File: config.mk
export PLATFORM = sky130hd
export DESIGN_NAME = synth_loader
export DESIGN_NICKNAME = d
export VERILOG_FILES = /design/src/rtl/synth_loader_pkg.sv /design/src/rtl/synth_loader.sv
export SDC_FILE = /design/constraint.sdc
export NUM_CORES = 1
export LEC_CHECK = 0
export ABC_CLOCK_PERIOD_IN_PS = 1450
export BUFFER_PORTS_ARGS = -buffer_cell sky130_fd_sc_hd__buf_2
export CAP_MARGIN = 40
export CORE_MARGIN = 2
export CORE_UTILIZATION = 51
export CTS_CLUSTER_SIZE = 12
export DETAILED_ROUTE_END_ITERATION = 12
export PLACE_DENSITY = 0.77
export SYNTH_ARGS = -nofsm -noshare
export SYNTH_HDL_FRONTEND = slang
export SYNTH_SLANG_ARGS = --single-unit
File: constraint.sdc
create_clock -name clk -period 1.45 [get_ports clk]
set_input_delay 0.2175 -clock clk [delete_from_list [all_inputs] [get_ports clk]]
set_output_delay 0.2175 -clock clk [all_outputs]
set_load 0.005 [all_outputs]
File: src/rtl/synth_loader_pkg.sv
// Purpose: Constants for the dual synthesizer serial control loader.
// Assumes: Serial pins are asynchronous to clk and sampled by it.
// Notes: Field positions below are bit indices inside the 22-bit word.
package synth_loader_pkg;
   localparam int WORD_W = 22;
   localparam int NUM_REGS = 4;
   localparam int CTRL_W = 2;
   localparam logic [WORD_W-1:0] WORD_RESET = 22'h000000;
   // Field positions inside the 22-bit word (above the two control bits).
   localparam int F_PRESCALE = 2;
   localparam int F_PWDN = 3;
   localparam int F_PWDN_MODE = 4;
   localparam int F_PUMP_TRI = 5;
   localparam int F_PUMP_CUR = 6;
   localparam int F_FAST = 7;
   localparam int F_MUX_LO = 8;
   localparam int MUX_W = 3;
   // Register indices selected by the control bits.
   localparam logic [1:0] SEL_FIRST = 2'h0;
   localparam logic [1:0] SEL_SECOND = 2'h1;
   localparam logic [1:0] SEL_MUX = 2'h2;
   // Status pin functions.
   localparam logic [2:0] MUX_TRI = 3'h0;
   localparam logic [2:0] MUX_GP_LOW = 3'h1;
   localparam logic [2:0] MUX_GP_HIGH = 3'h2;
   localparam logic [2:0] MUX_LOCK_FIRST = 3'h3;
   localparam logic [2:0] MUX_LOCK_SECOND = 3'h4;
   localparam logic [2:0] MUX_REF_DIV = 3'h5;
   localparam logic [2:0] MUX_FB_DIV = 3'h6;
   localparam logic [2:0] MUX_FAST_SW = 3'h7;
endpackage

File: src/rtl/synth_loader.sv
// Purpose: Serial loader for the control state of a dual RF synthesizer.
// Assumes: serial_clk, serial_data and load_strobe come from another clock domain.
// Notes: Analog parts are outside; this block only presents control levels.
`timescale 1ns/10ps
module synth_loader
   import synth_loader_pkg::*;
(
   input wire logic clk,
   input wire logic rstn,
   input wire logic serial_clk,
   input wire logic serial_data,
   input wire logic load_strobe,
   input wire logic lock_first,
   input wire logic lock_second,
   input wire logic ref_div_out,
   input wire logic fb_div_out,
   output logic mux_status_out,
   output logic mux_status_oe,
   output logic prescale_128_first,
   output logic prescale_128_second,
   output logic pwdn_first,
   output logic pwdn_second,
   output logic pwdn_async,
   output logic pump_tri,
   output logic pump_hi_cur_first,
   output logic pump_hi_cur_second,
   output logic fast_acq_first,
   output logic [WORD_W-1:0] shift_word
);
   // ==========================================================
   // Input synchronisers
   // Three flops per pin; the edge detector compares the second and third stages.
   logic [2:0] sync1_reg, sync2_reg, sync3_reg;
   always_ff @(posedge clk or negedge rstn) begin
      if (!rstn) begin
         sync1_reg <= 3'h0;
         sync2_reg <= 3'h0;
         sync3_reg <= 3'h0;
      end else begin
         sync1_reg <= {serial_clk, serial_data, load_strobe};
         sync2_reg <= sync1_reg;
         sync3_reg <= sync2_reg;
      end
   end
   logic sck_rise, strobe_rise, sdata;
   assign sck_rise = sync2_reg[2] & ~sync3_reg[2];
   // Data is taken from the same delayed stage so setup margin is kept.
   assign sdata = sync2_reg[1];
   assign strobe_rise = sync2_reg[0] & ~sync3_reg[0];

   // ==========================================================
   // Shift register and control registers
   logic [WORD_W-1:0] shift_reg, shift_next;
   logic [WORD_W-1:0] ctrl_reg [NUM_REGS];
   logic [WORD_W-1:0] ctrl_next [NUM_REGS];
   always_comb begin
      shift_next = shift_reg;
      if (sck_rise) begin
         shift_next = {shift_reg[WORD_W-2:0], sdata};
      end
   end
   genvar g;
   generate
      for (g = 0; g < NUM_REGS; g++) begin : g_ctrl
         always_comb begin
            ctrl_next[g] = ctrl_reg[g];
            if (strobe_rise && shift_reg[CTRL_W-1:0] == CTRL_W'(g)) begin
               ctrl_next[g] = shift_reg;
            end
         end
         always_ff @(posedge clk or negedge rstn) begin
            if (!rstn) begin
               ctrl_reg[g] <= WORD_RESET;
            end else begin
               ctrl_reg[g] <= ctrl_next[g];
            end
         end
      end
   endgenerate
   always_ff @(posedge clk or negedge rstn) begin
      if (!rstn) begin
         shift_reg <= WORD_RESET;
      end else begin
         shift_reg <= shift_next;
      end
   end

   // ==========================================================
   // Decoded control outputs
   logic [WORD_W-1:0] c1, c2, cm;
   assign c1 = ctrl_reg[SEL_FIRST];
   assign c2 = ctrl_reg[SEL_SECOND];
   assign cm = ctrl_reg[SEL_MUX];
   logic [MUX_W-1:0] mux_sel;
   assign mux_sel = cm[F_MUX_LO +: MUX_W];
   assign shift_word = shift_reg;
   assign prescale_128_first = c1[F_PRESCALE];
   assign prescale_128_second = c2[F_PRESCALE];
   assign pwdn_first = c1[F_PWDN];
   assign pwdn_second = c2[F_PWDN];
   assign pwdn_async = cm[F_PWDN_MODE];
   assign pump_tri = cm[F_PUMP_TRI];
   assign pump_hi_cur_first = c1[F_PUMP_CUR];
   assign pump_hi_cur_second = c2[F_PUMP_CUR];
   // The second synthesizer word has no fast-acquisition field.
   assign fast_acq_first = c1[F_FAST];

   // ==========================================================
   // Multiplexed status pin
   logic mux_out_next, mux_oe_next, mux_out_reg, mux_oe_reg;
   always_comb begin
      mux_oe_next = 1'b1;
      mux_out_next = 1'b0;
      unique case (mux_sel)
         MUX_TRI: mux_oe_next = 1'b0;
         MUX_GP_LOW: mux_out_next = 1'b0;
         MUX_GP_HIGH: mux_out_next = 1'b1;
         MUX_LOCK_FIRST: mux_out_next = lock_first;
         MUX_LOCK_SECOND: mux_out_next = lock_second;
         MUX_REF_DIV: mux_out_next = ref_div_out;
         MUX_FB_DIV: mux_out_next = fb_div_out;
         MUX_FAST_SW: mux_out_next = fast_acq_first;
      endcase
   end
   always_ff @(posedge clk or negedge rstn) begin
      if (!rstn) begin
         mux_out_reg <= 1'b0;
         mux_oe_reg <= 1'b0;
      end else begin
         mux_out_reg <= mux_out_next;
         mux_oe_reg <= mux_oe_next;
      end
   end
   assign mux_status_out = mux_out_reg;
   assign mux_status_oe = mux_oe_reg;

   // ==========================================================
   // Assertions
   property p_shift;
      @(posedge clk) disable iff (!rstn)
         sck_rise |=> shift_reg == {$past(shift_reg[WORD_W-2:0]), $past(sdata)};
   endproperty
   a_shift: assert property (p_shift) else $error("shift wrong");
   property p_hold;
      @(posedge clk) disable iff (!rstn)
         !sck_rise |=> $stable(shift_reg);
   endproperty
   a_hold: assert property (p_hold) else $error("shift moved");
   // The first, second and mux registers each have their own load and guard check, so a decode slip onto a
   // neighbouring register is caught as well as a missed load.
   property p_load;
      @(posedge clk) disable iff (!rstn)
         strobe_rise && shift_reg[1:0] == SEL_FIRST |=> c1 == $past(shift_reg);
   endproperty
   a_load: assert property (p_load) else $error("load missed");
   property p_load_second;
      @(posedge clk) disable iff (!rstn)
         strobe_rise && shift_reg[1:0] == SEL_SECOND |=> c2 == $past(shift_reg);
   endproperty
   a_load_second: assert property (p_load_second) else $error("load2 missed");
   property p_load_mux;
      @(posedge clk) disable iff (!rstn)
         strobe_rise && shift_reg[1:0] == SEL_MUX |=> cm == $past(shift_reg);
   endproperty
   a_load_mux: assert property (p_load_mux) else $error("mux load missed");
   property p_sel;
      @(posedge clk) disable iff (!rstn)
         strobe_rise && shift_reg[1:0] != SEL_SECOND |=> $stable(c2);
   endproperty
   a_sel: assert property (p_sel) else $error("wrong target");
   property p_sel_first;
      @(posedge clk) disable iff (!rstn)
         strobe_rise && shift_reg[1:0] != SEL_FIRST |=> $stable(c1);
   endproperty
   a_sel_first: assert property (p_sel_first) else $error("first hit");
   property p_sel_mux;
      @(posedge clk) disable iff (!rstn)
         strobe_rise && shift_reg[1:0] != SEL_MUX |=> $stable(cm);
   endproperty
   a_sel_mux: assert property (p_sel_mux) else $error("mux hit");
   property p_keep;
      @(posedge clk) disable iff (!rstn)
         !strobe_rise |=> $stable(c1) && $stable(cm);
   endproperty
   a_keep: assert property (p_keep) else $error("reg changed");
   property p_keep_second;
      @(posedge clk) disable iff (!rstn)
         !strobe_rise |=> $stable(c2);
   endproperty
   a_keep_second: assert property (p_keep_second) else $error("reg2 changed");
   property p_drive;
      @(posedge clk) disable iff (!rstn)
         mux_sel != MUX_TRI |=> mux_status_oe;
   endproperty
   a_drive: assert property (p_drive) else $error("pin not driven");
   property p_gp_low;
      @(posedge clk) disable iff (!rstn)
         mux_sel == MUX_GP_LOW |=> !mux_status_out;
   endproperty
   a_gp_low: assert property (p_gp_low) else $error("low wrong");
   property p_gp_high;
      @(posedge clk) disable iff (!rstn)
         mux_sel == MUX_GP_HIGH |=> mux_status_out;
   endproperty
   a_gp_high: assert property (p_gp_high) else $error("high wrong");
   property p_lock_second;
      @(posedge clk) disable iff (!rstn)
         mux_sel == MUX_LOCK_SECOND |=> mux_status_out == $past(lock_second);
   endproperty
   a_lock_second: assert property (p_lock_second) else $error("lock2 wrong");
   property p_ref_div;
      @(posedge clk) disable iff (!rstn)
         mux_sel == MUX_REF_DIV |=> mux_status_out == $past(ref_div_out);
   endproperty
   a_ref_div: assert property (p_ref_div) else $error("ref wrong");
   property p_fb_div;
      @(posedge clk) disable iff (!rstn)
         mux_sel == MUX_FB_DIV |=> mux_status_out == $past(fb_div_out);
   endproperty
   a_fb_div: assert property (p_fb_div) else $error("fb wrong");
   property p_tri;
      @(posedge clk) disable iff (!rstn)
         mux_sel == MUX_TRI |=> !mux_status_oe;
   endproperty
   a_tri: assert property (p_tri) else $error("pin driven");
   property p_lock;
      @(posedge clk) disable iff (!rstn)
         mux_sel == MUX_LOCK_FIRST |=> mux_status_oe && mux_status_out == $past(lock_first);
   endproperty
   a_lock: assert property (p_lock) else $error("lock wrong");
   property p_fast;
      @(posedge clk) disable iff (!rstn)
         mux_sel == MUX_FAST_SW |=> mux_status_out == $past(fast_acq_first);
   endproperty
   a_fast: assert property (p_fast) else $error("fast wrong");
endmodule // synth_loader

==> summary.txt <==
Worst setup path
  – WS Path Type: reg2reg
  – Critical Path RT: 1700 ps
  – Startpoint types: flip-flop
  – Element type at the critical path end: flip-flop
  – Worst Path Arrival: 1580 ps
  – Critical-path maximum fanout: 6

STA
  – Worst Tran Pin Value: about 520 ps
  – Minimum clock period: 1340 ps
  – Setup TNS: 0 ps
  – Final setup viols: 0
  – RSZ-0062 raised after global routing: no
  – Fin. Hold Viols: 0
  – Final hold slack: just over 200 ps
  – Fmax: ~0.75 GHz
  – Clk_skew: around 9.5 ps
  – Count of pins over their slew limit: 0
  – Relative max-transition margin: 0.655
  – Final period utilization: 0.921

Layout
  – Filler-free cell count of the finished design: 190
  – NumNets Final: approximately 150
  – Max reg flops: 22
  – Layout cells sized above 1: 0.610
  – # diodes: 0
  – Area delta synth->final: 23.7%

Floorplan
  – Width of the die: ~61 um
  – Io pins: between 40 and 50
  – Std cell rows: 20
  – Starting Density: 0.536
  – Die H: between 60 and 70 um
  – Die Area: 3680 um^2
  – Core ar.: 3050 um^2

Detailed routing
  – Final wirelength: ~2.6 mm
  – Vias per cell: between 4 and 5
  – DRC Markers: 0
  – DRT Pass-1 Iters: 4
  – DR WL/cell: 13.5 um
  – Detail Route Antenna Nets: 0
  – DRT iter0 DRCs: 18
  – Vias post-DR: approximately 930

Logic synthesis
  – Net Count, Synth: 101
  – Async set or reset register ratio after synthesis: 1.00
  – Primary FF master, synth: dfrtp_1
  – Synth top area cells: dfrtp_1 67%, mux2_2 19%, mux2_4 4.6%
  – Synth top area share: 0.672
  – Count of cell types in the netlist: 14
  – Post-Synthesis Cell Area: 1640 um^2
  – Mean Syn Cell Area: approximately 18 um^2
  – Synth Instances: around 90
  – Synth Register Bits: between 40 and 50
  – Sequential element share of the synthesized area: 0.672
  – Ys Warns: 0
  – Post-synth EDFFs: 0
  – Top-count cell post-synth: dfrtp_1
  – Yosys top cell by area: dfrtp_1
  – Top cells by count, synth: 44 x dfrtp_1, 28 x mux2_2, 5 x mux2_4

Pwr
  – P_leak: roughly 1 nW
  – Combinational Power Share: 0.259
  – Net Sw Frac: 0.279
  – Int Power: between 2 and 3 mW
  – Worst vdd ir: between 0.9 and 1 mV
  – Clock power frac: 0.205
  – Sequential share of power: 0.536
  – Tot Pwr: 3.60 mW
  – P_sw: 1.00 mW
  – PD cells: between 1500 and 2000 nW/um^2

Placement
  – Placed cell count: around 180
  – Port-buffer cells: 41
  – DPL Wire Length: 1.82 mm
  – RD Place Congestion: ~0.73

Clock tree
  – Clock buffer depth: 2
  – Setup bufs post-CTS: 0
  – Root Buffer: clkbuf_4
  – Clk pin slew, worst setup/hold paths: ~120 ps
  – Post_cts resized: 0
  – Clock sinks: 44
  – TritonCTS clock tree: done
  – Cts bufs inserted: 5
  – H-tree levels: 2
  – Clk_lat worst skew: between 300 and 400 ps
  – CTS Hold Bufs: 4

GRT
  – GRT overflow: 0
  – Vias in the first global route: 889
  – GRT Total Usage: 0.164
  – First-pass GRT wire length: around 4.2 mm
  – Initial antenna violation count: 0
  – Largest net degree at the start of global routing: 45

Hold path
  – Hold/Removal Path Class: in2reg

Run status
  – Status: finished, final reports clean

Job
  – Max-cap viol count: 0
==> routing by layer <==
layer,share of wire,track usage,vias up
li1,-,-,434
met1,0.41,0.190,458
met2,0.51,0.255,28
met3,0.063,0.0789,5
met4,0.021,0.0839,0
met5,0,0,-
==> kinds of logic (layout without fill, tap and decap cells) <==
logic type | count (synthesis) | after routing | share of synthesized area
AOI/OAI and AO/OA | 3 | 3 | 0.0145
and+or+nand+nor | 7 | 7 | 0.0497
DFF | 44 | 44 | 0.672
muxes | 35 | 35 | 0.252
buffers and inverters | 3 | 57 | 0.0115
==> power by group through the flow <==
| stage | clock, mW | combinational, mW | sequential [mW] |
|---|---|---|---|
| 2_1_floorplan | 0 | 0.479 | 1.93 |
| 3_3_place_gp | 0 | 0.918 | 1.94 |
| 3_5_place_dp | 0 | 0.941 | 1.96 |
| 4_1_cts | 0.769 | 0.951 | 1.94 |
| 5_1_grt | 0.822 | 1.05 | 1.99 |
| 6_report | 0.737 | 0.932 | 1.93 |
==> layout make-up <==
class                   count  area [um^2]
flip-flops and latches     44         1100
fillers                   233         1030
multi-input cells          45          518
repair buffers             48          268
well taps                  44         55.1
clock inverters             3         42.5
clock buffers               5         37.5
inverters                   1         3.75
==> worst max-delay path, stage by stage (launching register included) <==
cell and delay (ps):
dfrtp_1 460, nor4b_4 390, mux2_2 380
==> worst paths after layout <==
kind	start	slack, ps	cells after the start	endpoint
worst max-delay path	shift_word[0]$_DFFE_PN0P_	110	2	c1[2]$_DFFE_PN0P_
worst max register to register	shift_word[0]$_DFFE_PN0P_	110	2	c1[2]$_DFFE_PN0P_
worst min register to register	sync1_reg[0]$_DFF_PN0_	360	0	sync2_reg[0]$_DFF_PN0_
min in group asynchronous	rstn	450	3	c2[6]$_DFFE_PN0P_
max in group asynchronous	rstn	640	3	shift_word[9]$_DFFE_PN0P_
worst min-delay path	lock_second	200	3	mux_status_out$_DFF_PN0_
==> cells in the final DEF (no fill, tap or decap), drive strengths merged <==
cell and instances:
dfrtp 44, o22ai 1, dlygate4sd3 4, bufinv 1, or3 1, mux2 35
nor2 1, clkbuf 5, nor2b 2, clkinvlp 1, a22o 2, and4bb 2
buf 44, clkinv 1, inv 1, nor4b 1
==> metrics by stage <==
step           utilization  area (um^2)  worst slack (ps)
2_1_floorplan            -         1640               188
3_3_place_gp         0.624         1910               159
3_5_place_dp         0.624         1910               113
4_1_cts              0.664         2030              94.4
5_1_grt              0.664         2030              66.7
6_report             0.664         2030               115
Note: power is estimated with default switching activity, not from simulation.
